--- src/pkg/eepw_defines.vh ---
// constants for the page-write memory host controller
`ifndef EEPW_DEFINES_VH
`define EEPW_DEFINES_VH

// pin timing, ns at a 10 ns clock
`define EEPW_CLK_NS          10
`define EEPW_WP_NS           100
`define EEPW_WP_CYC          ((`EEPW_WP_NS + `EEPW_CLK_NS - 1) / `EEPW_CLK_NS)
`define EEPW_WPH_NS          50
`define EEPW_WPH_CYC         ((`EEPW_WPH_NS + `EEPW_CLK_NS - 1) / `EEPW_CLK_NS)
`define EEPW_ACC_NS          300
`define EEPW_ACC_CYC         ((`EEPW_ACC_NS + `EEPW_CLK_NS - 1) / `EEPW_CLK_NS)
`define EEPW_OEHP_NS         150
`define EEPW_OEHP_CYC        ((`EEPW_OEHP_NS + `EEPW_CLK_NS - 1) / `EEPW_CLK_NS)
// byte load window, us; longest time rounds down
`define EEPW_BLC_US          150
`define EEPW_BLC_CYC         (`EEPW_BLC_US * 1000 / `EEPW_CLK_NS)
// program time, ms
`define EEPW_WC_MS           10
`define EEPW_WC_CYC          (`EEPW_WC_MS * 1000000 / `EEPW_CLK_NS)
// power-on delay, ms
`define EEPW_PON_MS          5
`define EEPW_PON_CYC         (`EEPW_PON_MS * 1000000 / `EEPW_CLK_NS)

// widths
`define EEPW_AW              19
`define EEPW_PAGE_BYTES      128
`define EEPW_POLL_BIT        7
`define EEPW_TOGGLE_BIT      6

// host command codes
`define EEPW_CMD_READ        2'h0
`define EEPW_CMD_WRITE       2'h1
`define EEPW_CMD_LOCK_ON     2'h2
`define EEPW_CMD_LOCK_OFF    2'h3

// end-of-write detection methods
`define EEPW_DET_POLL        1'b0
`define EEPW_DET_TOGGLE      1'b1

`endif

--- src/core/eepw_host.v ---
// host controller for a page-write memory with write lock
`timescale 1ns/100ps
`include "eepw_defines.vh"

module eepw_host
#(
  parameter [31:0] PON_CYC  = `EEPW_PON_CYC,
  parameter [31:0] WC_CYC   = `EEPW_WC_CYC,
  parameter [31:0] BLC_CYC  = `EEPW_BLC_CYC,
  parameter [18:0] CMD_A0   = 19'h05555,
  parameter [18:0] CMD_A1   = 19'h02aaa,
  parameter [18:0] CMD_A2   = 19'h05555,
  parameter [7:0]  CMD_D0   = 8'haa,
  parameter [7:0]  CMD_D1   = 8'h55,
  parameter [7:0]  ENA_D2   = 8'ha0,
  parameter [7:0]  DIS_D2   = 8'h20
)
(
  // clock and reset
  input  wire        sys_clk_i,
  input  wire        rst_i,
  // user command port
  input  wire        cmd_valid_i,
  input  wire [1:0]  cmd_op_i,
  input  wire [18:0] cmd_addr_i,
  input  wire [7:0]  cmd_wdata_i,
  input  wire        cmd_last_i,
  input  wire        use_lock_i,
  input  wire        det_mode_i,
  output reg         cmd_ready_o,
  output reg         rsp_valid_o,
  output reg  [7:0]  rsp_rdata_o,
  output reg         busy_o,
  output reg         timeout_o,
  // memory pins
  output wire [18:0] addr_lines_o,
  output wire        chip_sel_n_o,
  output wire        out_en_n_o,
  output wire        wr_strobe_n_o,
  output wire [7:0]  data_pins_o,
  output wire        data_pins_oe_n_o,
  input  wire [7:0]  data_pins_i
);

  localparam ST_PON   = 3'd0;
  localparam ST_IDLE  = 3'd1;
  localparam ST_PFX   = 3'd2;
  localparam ST_LOAD  = 3'd3;
  localparam ST_POLL  = 3'd4;
  localparam ST_READ  = 3'd5;

  reg  [2:0]  state_reg;
  reg  [31:0] tmr_reg;
  reg  [31:0] wc_reg;
  reg  [1:0]  pfx_idx_reg;
  reg  [1:0]  pend_op_reg;
  reg  [18:0] last_addr_reg;
  reg  [7:0]  last_data_reg;
  reg  [11:0] page_reg;
  reg         prev_tgl_reg;
  reg         have_tgl_reg;
  reg         last_reg;
  reg         go_reg;
  reg         wr_reg;
  reg  [18:0] a_reg;
  reg  [7:0]  d_reg;
  wire        done;
  wire [7:0]  rdata;
  reg  [7:0]  pfx_d;
  reg  [18:0] pfx_a;
  reg  [6:0]  usr_lo_reg;
  reg  [7:0]  usr_d_reg;
  // command bytes are never stored, so a lock change is only seen by the toggle bit
  wire        tgl_det = (det_mode_i == `EEPW_DET_TOGGLE) || (pend_op_reg != `EEPW_CMD_WRITE);

  // ============================================================
  // pin sequencer
  eepw_strobe u_strobe
  (
    .sys_clk_i        (sys_clk_i),
    .rst_i            (rst_i),
    .go_i             (go_reg),
    .wr_i             (wr_reg),
    .addr_i           (a_reg),
    .wdata_i          (d_reg),
    .done_o           (done),
    .rdata_o          (rdata),
    .addr_lines_o     (addr_lines_o),
    .chip_sel_n_o     (chip_sel_n_o),
    .out_en_n_o       (out_en_n_o),
    .wr_strobe_n_o    (wr_strobe_n_o),
    .data_pins_o      (data_pins_o),
    .data_pins_oe_n_o (data_pins_oe_n_o),
    .data_pins_i      (data_pins_i)
  );

  // ============================================================
  // command prefix table
  always @*
  begin
    pfx_a = CMD_A0;
    pfx_d = CMD_D0;
    case (pfx_idx_reg)
      2'd0:
      begin
        pfx_a = CMD_A0;
        pfx_d = CMD_D0;
      end
      2'd1:
      begin
        pfx_a = CMD_A1;
        pfx_d = CMD_D1;
      end
      default:
      begin
        pfx_a = CMD_A2;
        pfx_d = (pend_op_reg == `EEPW_CMD_LOCK_OFF) ? DIS_D2 : ENA_D2;
      end
    endcase
  end

  // ============================================================
  // main sequencer
  always @(posedge sys_clk_i or posedge rst_i)
  begin
    if (rst_i)
    begin
      state_reg     <= ST_PON;
      tmr_reg       <= 32'h00000000;
      wc_reg        <= 32'h00000000;
      pfx_idx_reg   <= 2'd0;
      pend_op_reg   <= 2'd0;
      last_addr_reg <= 19'h00000;
      last_data_reg <= 8'h00;
      page_reg      <= 12'h000;
      prev_tgl_reg  <= 1'b0;
      have_tgl_reg  <= 1'b0;
      last_reg      <= 1'b0;
      go_reg        <= 1'b0;
      wr_reg        <= 1'b0;
      a_reg         <= 19'h00000;
      d_reg         <= 8'h00;
      usr_lo_reg    <= 7'h00;
      usr_d_reg     <= 8'h00;
      cmd_ready_o   <= 1'b0;
      rsp_valid_o   <= 1'b0;
      rsp_rdata_o   <= 8'h00;
      busy_o        <= 1'b1;
      timeout_o     <= 1'b0;
    end
    else
    begin
      go_reg      <= 1'b0;
      rsp_valid_o <= 1'b0;
      cmd_ready_o <= 1'b0;
      case (state_reg)
        ST_PON:
        begin
          // wait out the power-on write block
          if (tmr_reg + 32'h00000001 >= PON_CYC)
          begin
            state_reg   <= ST_IDLE;
            busy_o      <= 1'b0;
            cmd_ready_o <= 1'b1;
          end
          else
            tmr_reg <= tmr_reg + 32'h00000001;
        end
        ST_IDLE:
        begin
          cmd_ready_o <= 1'b1;
          if (cmd_valid_i && cmd_ready_o)
          begin
            cmd_ready_o <= 1'b0;
            pend_op_reg <= cmd_op_i;
            // the prefix reuses a_reg and d_reg; keep the user byte aside
            usr_lo_reg  <= cmd_addr_i[6:0];
            usr_d_reg   <= cmd_wdata_i;
            last_reg    <= cmd_last_i;
            a_reg       <= cmd_addr_i;
            d_reg       <= cmd_wdata_i;
            pfx_idx_reg <= 2'd0;
            if (cmd_op_i == `EEPW_CMD_READ)
            begin
              wr_reg    <= 1'b0;
              go_reg    <= 1'b1;
              state_reg <= ST_READ;
            end
            else
            begin
              busy_o <= 1'b1;
              page_reg <= cmd_addr_i[18:7];
              // lock commands and locked writes carry the prefix
              state_reg <= (cmd_op_i != `EEPW_CMD_WRITE || use_lock_i) ? ST_PFX : ST_LOAD;
              tmr_reg <= 32'h00000000;
            end
          end
        end
        ST_PFX:
        begin
          // prefix bytes sent as page loads, same timing
          if (!go_reg && tmr_reg == 32'h00000000)
          begin
            wr_reg  <= 1'b1;
            go_reg  <= 1'b1;
            tmr_reg <= 32'h00000001;
          end
          else if (done)
          begin
            tmr_reg <= 32'h00000000;
            if (pfx_idx_reg == 2'd2)
            begin
              if (pend_op_reg == `EEPW_CMD_WRITE)
              begin
                a_reg     <= {page_reg, usr_lo_reg};
                d_reg     <= usr_d_reg;
                state_reg <= ST_LOAD;
              end
              else
              begin
                // lock change lands after program time
                last_addr_reg <= pfx_a;
                last_data_reg <= pfx_d;
                wc_reg        <= 32'h00000000;
                have_tgl_reg  <= 1'b0;
                state_reg     <= ST_POLL;
              end
            end
            else
              pfx_idx_reg <= pfx_idx_reg + 2'd1;
          end
        end
        ST_LOAD:
        begin
          if (!go_reg && tmr_reg == 32'h00000000)
          begin
            // keep the page address for the whole load
            a_reg   <= {page_reg, a_reg[6:0]};
            wr_reg  <= 1'b1;
            go_reg  <= 1'b1;
            tmr_reg <= 32'h00000001;
          end
          else if (done)
          begin
            last_addr_reg <= {page_reg, a_reg[6:0]};
            last_data_reg <= d_reg;
            tmr_reg       <= 32'h00000002;
            wc_reg        <= 32'h00000000;
            if (last_reg)
            begin
              have_tgl_reg <= 1'b0;
              state_reg    <= ST_POLL;
            end
          end
          else if (tmr_reg >= 32'h00000002)
          begin
            // next byte must arrive inside the load window
            tmr_reg     <= tmr_reg + 32'h00000001;
            cmd_ready_o <= 1'b1;
            if (cmd_valid_i && cmd_ready_o && cmd_op_i == `EEPW_CMD_WRITE)
            begin
              cmd_ready_o <= 1'b0;
              a_reg       <= cmd_addr_i;
              d_reg       <= cmd_wdata_i;
              last_reg    <= cmd_last_i;
              tmr_reg     <= 32'h00000000;
            end
            else if (tmr_reg >= BLC_CYC)
            begin
              cmd_ready_o  <= 1'b0;
              timeout_o    <= 1'b1;
              have_tgl_reg <= 1'b0;
              state_reg    <= ST_POLL;
            end
          end
        end
        ST_POLL:
        begin
          // no new load until the device reports done or program time runs out
          if (wc_reg < WC_CYC)
            wc_reg <= wc_reg + 32'h00000001;
          if (!go_reg && !done && tmr_reg != 32'h00000001)
          begin
            wr_reg  <= 1'b0;
            a_reg   <= last_addr_reg;
            go_reg  <= 1'b1;
            tmr_reg <= 32'h00000001;
          end
          else if (done)
          begin
            tmr_reg      <= 32'h00000000;
            have_tgl_reg <= 1'b1;
            prev_tgl_reg <= rdata[`EEPW_TOGGLE_BIT];
            // poll: bit 7 true again; toggle: bit 6 stopped flipping
            if ((!tgl_det &&
                 rdata[`EEPW_POLL_BIT] == last_data_reg[`EEPW_POLL_BIT]) ||
                (tgl_det && have_tgl_reg &&
                 rdata[`EEPW_TOGGLE_BIT] == prev_tgl_reg))
            begin
              busy_o    <= 1'b0;
              timeout_o <= 1'b0;
              state_reg <= ST_IDLE;
            end
            else if (wc_reg >= WC_CYC)
            begin
              // device stuck past program time; give up, flag it
              busy_o    <= 1'b0;
              timeout_o <= 1'b1;
              state_reg <= ST_IDLE;
            end
          end
        end
        ST_READ:
        begin
          // plain read, outputs enabled only during the strobe
          if (done)
          begin
            rsp_valid_o <= 1'b1;
            rsp_rdata_o <= rdata;
            state_reg   <= ST_IDLE;
          end
        end
        default:
          state_reg <= ST_IDLE;
      endcase
      if (state_reg == ST_PFX && !(done && pfx_idx_reg == 2'd2) && !go_reg && tmr_reg == 32'h00000000)
      begin
        a_reg <= pfx_a;
        d_reg <= pfx_d;
      end
    end
  end

endmodule

--- src/core/eepw_strobe.v ---
// one bus cycle on the memory pins: read or write strobe
`timescale 1ns/100ps
`include "eepw_defines.vh"

module eepw_strobe
(
  // clock and reset
  input  wire        sys_clk_i,
  input  wire        rst_i,
  // request
  input  wire        go_i,
  input  wire        wr_i,
  input  wire [18:0] addr_i,
  input  wire [7:0]  wdata_i,
  output reg         done_o,
  output reg  [7:0]  rdata_o,
  // memory pins
  output reg  [18:0] addr_lines_o,
  output reg         chip_sel_n_o,
  output reg         out_en_n_o,
  output reg         wr_strobe_n_o,
  output reg  [7:0]  data_pins_o,
  output reg         data_pins_oe_n_o,
  input  wire [7:0]  data_pins_i
);

  localparam ST_IDLE  = 2'd0;
  localparam ST_LOW   = 2'd1;
  localparam ST_HIGH  = 2'd2;

  // strobe timing counts, cut to the counter width below
  localparam [31:0] WP_CYC   = `EEPW_WP_CYC;
  localparam [31:0] WPH_CYC  = `EEPW_WPH_CYC;
  localparam [31:0] ACC_CYC  = `EEPW_ACC_CYC;
  localparam [31:0] OEHP_CYC = `EEPW_OEHP_CYC;

  reg [1:0]  state_reg;
  reg        wr_reg;
  reg [15:0] cnt_reg;

  // ============================================================
  // strobe sequencer
  always @(posedge sys_clk_i or posedge rst_i)
  begin
    if (rst_i)
    begin
      state_reg        <= ST_IDLE;
      wr_reg           <= 1'b0;
      cnt_reg          <= 16'h0000;
      done_o           <= 1'b0;
      rdata_o          <= 8'h00;
      addr_lines_o     <= 19'h00000;
      chip_sel_n_o     <= 1'b1;
      out_en_n_o       <= 1'b1;
      wr_strobe_n_o    <= 1'b1;
      data_pins_o      <= 8'h00;
      data_pins_oe_n_o <= 1'b1;
    end
    else
    begin
      done_o <= 1'b0;
      case (state_reg)
        ST_IDLE:
        begin
          if (go_i)
          begin
            wr_reg       <= wr_i;
            addr_lines_o <= addr_i;
            data_pins_o  <= wdata_i;
            chip_sel_n_o <= 1'b0;
            if (wr_i)
            begin
              // output enable stays high through the write pulse
              out_en_n_o       <= 1'b1;
              wr_strobe_n_o    <= 1'b0;
              data_pins_oe_n_o <= 1'b0;
              // pulse well above the noise filter width
              cnt_reg          <= WP_CYC[15:0];
            end
            else
            begin
              out_en_n_o       <= 1'b0;
              wr_strobe_n_o    <= 1'b1;
              data_pins_oe_n_o <= 1'b1;
              cnt_reg          <= ACC_CYC[15:0];
            end
            state_reg <= ST_LOW;
          end
        end
        ST_LOW:
        begin
          if (cnt_reg > 16'h0001)
            cnt_reg <= cnt_reg - 16'h0001;
          else
          begin
            // rising strobe ends the write while data still held
            if (!wr_reg)
              rdata_o <= data_pins_i;
            wr_strobe_n_o <= 1'b1;
            out_en_n_o    <= 1'b1;
            chip_sel_n_o  <= 1'b1;
            cnt_reg       <= wr_reg ? WPH_CYC[15:0] : OEHP_CYC[15:0];
            state_reg     <= ST_HIGH;
          end
        end
        ST_HIGH:
        begin
          data_pins_oe_n_o <= 1'b1;
          if (cnt_reg > 16'h0001)
            cnt_reg <= cnt_reg - 16'h0001;
          else
          begin
            done_o    <= 1'b1;
            state_reg <= ST_IDLE;
          end
        end
        default:
          state_reg <= ST_IDLE;
      endcase
    end
  end

endmodule

--- config.mk ---
export PLATFORM = sky130hd
export DESIGN_NAME = eepw_host
export DESIGN_NICKNAME = d
export VERILOG_FILES = /design/src/core/eepw_host.v /design/src/core/eepw_strobe.v
export VERILOG_INCLUDE_DIRS = /design/src /design/src/pkg
export SDC_FILE = /design/constraint.sdc
export NUM_CORES = 1
export LEC_CHECK = 0
export BUFFER_PORTS_ARGS = -buffer_cell sky130_fd_sc_hd__buf_4
export CORE_MARGIN = 2
export CORE_UTILIZATION = 30
export DETAILED_ROUTE_END_ITERATION = 10
export MAX_ROUTING_LAYER = met4
export PLACE_DENSITY = 0.47
export REMOVE_ABC_BUFFERS = 1
export SLEW_MARGIN = 30
export SYNTH_ARGS = -nofsm -noshare
export SYNTH_HDL_FRONTEND = slang
export SYNTH_SLANG_ARGS = --single-unit
export TNS_END_PERCENT = 1
--- constraint.sdc ---
create_clock -name sys_clk_i -period 8 [get_ports sys_clk_i]
set_clock_uncertainty 0.1 [all_clocks]
set_input_delay 0 -clock sys_clk_i [delete_from_list [all_inputs] [get_ports sys_clk_i]]
set_output_delay 0 -clock sys_clk_i [all_outputs]
set_load 0.05 [all_outputs]
* Word-level counts from Yosys, hierarchy flattened
Cells that the tools add are included.
** Operators by class
- Bitwise gates (word level) :: 4
- Muxes and demuxes :: 163
- $add $sub $neg :: 4
- Order comparisons :: 6
- Reductions and logical operators :: 61
- Eq/ne operators :: 63
** Operators by type and width (count)
- $mux 32 :: 17
- $mux 19 :: 17
- $pmux 32 s5 :: 1
- $mux 8 :: 17
- $pmux 32 s3 :: 1
- $pmux 19 s4 :: 1
- $add 32x1->32 const B :: 2
- $mux 1 :: 59
- $mux 3 :: 18
- $mux 16 :: 3
- $pmux 16 s3 :: 1
- $ne 2x2->1 const B :: 20
- $pmux 19 s2 :: 1
- $ge 32x14->1 const B :: 1
- $ge 32x19->1 const B :: 1
- $ge 32x2->1 const B :: 1
- $ge 32x20->1 const B :: 1
- $logic_not 32->1 :: 1
- $lt 32x20->1 const B :: 1
- $ne 32x1->1 const B :: 1
- $pmux 8 s2 :: 2
- $ne 3x3->1 const B :: 8
- $pmux 8 s3 :: 1
- $reduce_and 10->1 :: 2
- 44 further kinds :: 123
** Word-level totals
- Input port bits :: 43
- Word-level logic and storage cells :: 335
- Register bits :: 228

* Longest topological paths before layout
- Depth in word-level cells :: 9
- Depth in mapped cells :: 11

* By module
A second synthesis with hierarchy kept.
** Unflattened totals
- Cells, all modules :: 1216
- Area, all modules :: 11597.4 um^2
** Modules (own cells, without submodules)
- eepw_host :: sequential area each 4055.1 um^2, area each 8861.0 um^2, times used 1, cells an instance 974
- eepw_strobe :: sequential area each 1481.4 um^2, area each 2736.4 um^2, times used 1, cells an instance 242

* Worst setup path before layout
No wires, ideal clock.
- Kind :: register to register
- Start point :: register tmr_reg[24]
- End point :: register state_reg[1]
- Slack :: 5.186 ns
- Data arrival time :: 2.587 ns
- Setup time :: 0.128 ns
- Data required time :: 7.772 ns
- Stages on the path, launching flop included :: 10
- Path through :: dfrtp_1 buf_4 nor4_4 nand3_2 or4_4 o211ai_2 o311a_1 o2111ai_1 a21oi_2 mux2_1
** Between the ends
- Cells in the longest elaborated chain, start to end :: 4
** Ends and longest elaborated chain
- start: declaration :: RTL line eepw_host.v:53 : reg [31:0] tmr_reg;
- start signal: assignment :: RTL line eepw_host.v:167 : tmr_reg <= tmr_reg + 32'h00000001;
- start signal: assignment :: RTL line eepw_host.v:258 : tmr_reg <= tmr_reg + 32'h00000001;
- $add 32x1->32, or another cell as far along :: RTL line eepw_host.v:160 : if (tmr_reg + 32'h00000001 >= PON_CYC)
- $ge 32x19->1, or another cell as far along :: RTL line eepw_host.v:160
- $ne 2x2->1 (no source line)
- $reduce_and 14->1 (no source line) *
- end signal: assignment :: RTL line eepw_host.v:194 : state_reg <= (cmd_op_i != `EEPW_CMD_WRITE || use_lock_i) ? ST_PFX : ST_LOAD;
- end: declaration :: RTL line eepw_host.v:52 : reg [2:0] state_reg;
Mark *: on every way between the ends. The rest lies on a longest branch, timed or not.
A chain may end at the register's enable or synchronous reset.

* Worst setup path after layout
- Start point :: register tmr_reg[0]
- End point :: register tmr_reg[28]
** Between the ends
- Cells in the longest elaborated chain, start to end :: 6
** Ends and longest elaborated chain
- parallel branches: the longest is 6 deep, another holds $add 32x1->32
Several ways; the timed one is not identified. The select of a mux whose other input is x is not followed.

==> impl_metrics.csv <==
group,metric,value,unit
synth,ys_ff_latch,221,
routing,drt_iter0_markers,703,
global_routing,grt_start_max_net_pins,100,
worst_setup_path,cp_max_fo,24,
timing,worst_slew_pin_slew,916,ps
clock_tree,cts_resized,0,
global_routing,track_usage,0.167,
clock_tree,hold_buffers,41,
global_routing,gr-total-overflow,0,
cells_and_area,final.fill_count,3907,
timing,rsz0062_at_grt,"false",
global_routing,grt_pass1_wl,53500,um
clock_tree,clk_latency,540,ps
timing,hold_viol,0,
power_and_ir_drop,p_leak,0.00607,uW
routing,wl_per_cell,18.2,um
synth,ys_seq_area_frac,0.470,
clock_tree,clk_pin_slew,60,ps
routing,finalWirelength,33000,um
clock_tree,cts_buffer_depth,3,
cells_and_area,final_nets,1328,
cells_and_area,final_cell_mix,"216 x dfrtp_1, 128 x nand2_1, 98 x buf_4",
place,place_inst,1718,
worst_setup_path,required,8310,ps
cells_and_area,final_layout_size_suffix_gt1_frac,0.210,
worst_setup_path,path_class,"reg2reg",
synth,ys.flop_type,"dfrtp_1",
cells_and_area,final_common_cell,"dfrtp_1",
routing,final_antenna_net_count,0,
synth,synthDistinctLibCells,84,
cells_and_area,fin_cells,1809,
timing,setup-tns-final,0,ps
clock_tree,cts_buffers,26,
floorplan,start_util,0.304,
power_and_ir_drop,power,5250,uW
timing,max_freq,266,MHz
synth,synth_area_leaders,"dfrtp_1 46%, mux2_2 7.3%, nand2_1 4.1%, nor2_1 2.6%, a21oi_1 2.6%",
timing,finalSetupViolCount,0,
cells_and_area,area_growth,20.2,%
routing,viasPerCell,5.25,
floorplan,die_h,202,um
floorplan,num_io_pins,86,
power_and_ir_drop,power_density,371,nW/um^2
floorplan,core,38700,um^2
power_and_ir_drop,vdd_drop_max,156,uV
run,cap_violations,0,
routing,drc_errors,0,
clock_tree,cts_setup_buffers,0,
synth,yosysTopAreaCellShare,0.459,
synth,yosys_warnings,0,
place,port_buffers,85,
synth,syn-cell-area,11800,um^2
worst_setup_path,crit_path_start_kind,"register",
floorplan,dieArea,40900,um^2
min_path,hp-class,"in2async",
synth,async_flop_share,1.00,
place,dpl.hpwl,22100,um
synth,synthCells,1179,
routing,vias,9494,
timing,slew_viol_final,0,
clock_tree,clockRootBuffer,"clkbuf_16",
synth,synth_edf_count,0,
timing,max-slew-margin-rel,0.389,
place,gp_congestion,0.873,
worst_setup_path,crit_arrival,4080,ps
routing,first_pass_iters,5,
synth,syn_area_per_cell,9.99,um^2
global_routing,antenna_found_initial,1,
synth,synth_top_area_cell,"dfrtp_1",
clock_tree,cts_max_level,1,
floorplan,std_cell_rows,72,
worst_setup_path,cp-end-kind,"register",
global_routing,grt_pass1_vias,9420,
status,status,"finished clean",
timing,min_period_over_period,0.471,
floorplan,dieWidth,202,um
timing,post-route-min-period,3770,ps
clock_tree,cts_tree,"done",
clock_tree,cts.sinks,221,
## layout make-up
type | count | area, um^2 | area share
timing repair buffer | 140 | 1170 | 0.0823
clock inverter | 10 | 111 | 0.00786
sequential | 221 | 5540 | 0.391
tap | 518 | 648 | 0.0458
antenna | 1 | 2.50 | 0.000177
inverter | 27 | 109 | 0.00769
clock buffer | 38 | 746 | 0.0527
multi-input combinational | 854 | 5840 | 0.413
## worst paths after layout
check | start | endpoint | slack (ps) | cells past startpoint
setup / recovery | tmr_reg[0] | tmr_reg[28] | 4230 | 9
hold / removal | rst_i | u_strobe.cnt_reg[9] | 50 | 3
setup reg to reg | tmr_reg[0] | tmr_reg[28] | 4230 | 9
hold reg to reg | u_strobe.wr_reg | u_strobe.wr_reg | 370 | 2
max in group asynchronous | rst_i | usr_lo_reg[6] | 6520 | 4
min in group sys_clk_i | cmd_valid_i | usr_lo_reg[2] | 120 | 4
## logic make-up after synthesis
| logic type | Yosys count | share of synthesized area |
|---|---|---|
| xor+xnor | 30 | 0.0229 |
| buf+inv | 104 | 0.0370 |
| flops | 221 | 0.470 |
| compound gates | 303 | 0.179 |
| mux | 93 | 0.0913 |
| fa+ha+maj | 15 | 0.0159 |
| simple gates | 413 | 0.184 |
## Yosys cell counts, types with 23 or more instances
master / instances
clkbuf_1: 49
nand3_1: 31
nor2_1: 83
a21oi_1: 61
a31oi_1: 25
mux2_2: 76
inv_1: 27
dfrtp_1: 216
a22o_1: 24
nand2_1: 128
xnor2_1: 23
nor3_1: 33
o21ai_0: 61
## metal layers
layer	track usage	up-vias	wire length, um
met4	0.0375	0	641
met3	0.0242	43	1650
li1	-	4537	-
met1	0.226	4673	15300
met5	-	-	0
met2	0.264	241	15400
## where the power goes
group,internal [uW],switching (uW)
clock network,710,476
logic,885,1420
registers,1480,285
## per-stage QoR
step	worst slack (ps)	util	hold slack, ps	cell area, um^2
floorplan	1860	-	50.5	11400
global placement	4110	0.332	90.8	12900
detailed placement	4040	0.332	92.3	12900
CTS	4000	0.365	57.5	14100
global route	3940	0.366	121	14200
finish	4230	0.366	51.5	14200
## critical path, cell delays in order (launching register included)
cell,delay (ps)
dfrtp_1,560
ha_1,350
nand2_1,190
or4_4,600
nor4_4,290
o2bb2a_4,160
nand4_4,110
a21oi_4,610
o21ai_1,250
a221o_1,410
Note: power is estimated with default switching activity, not from simulation.
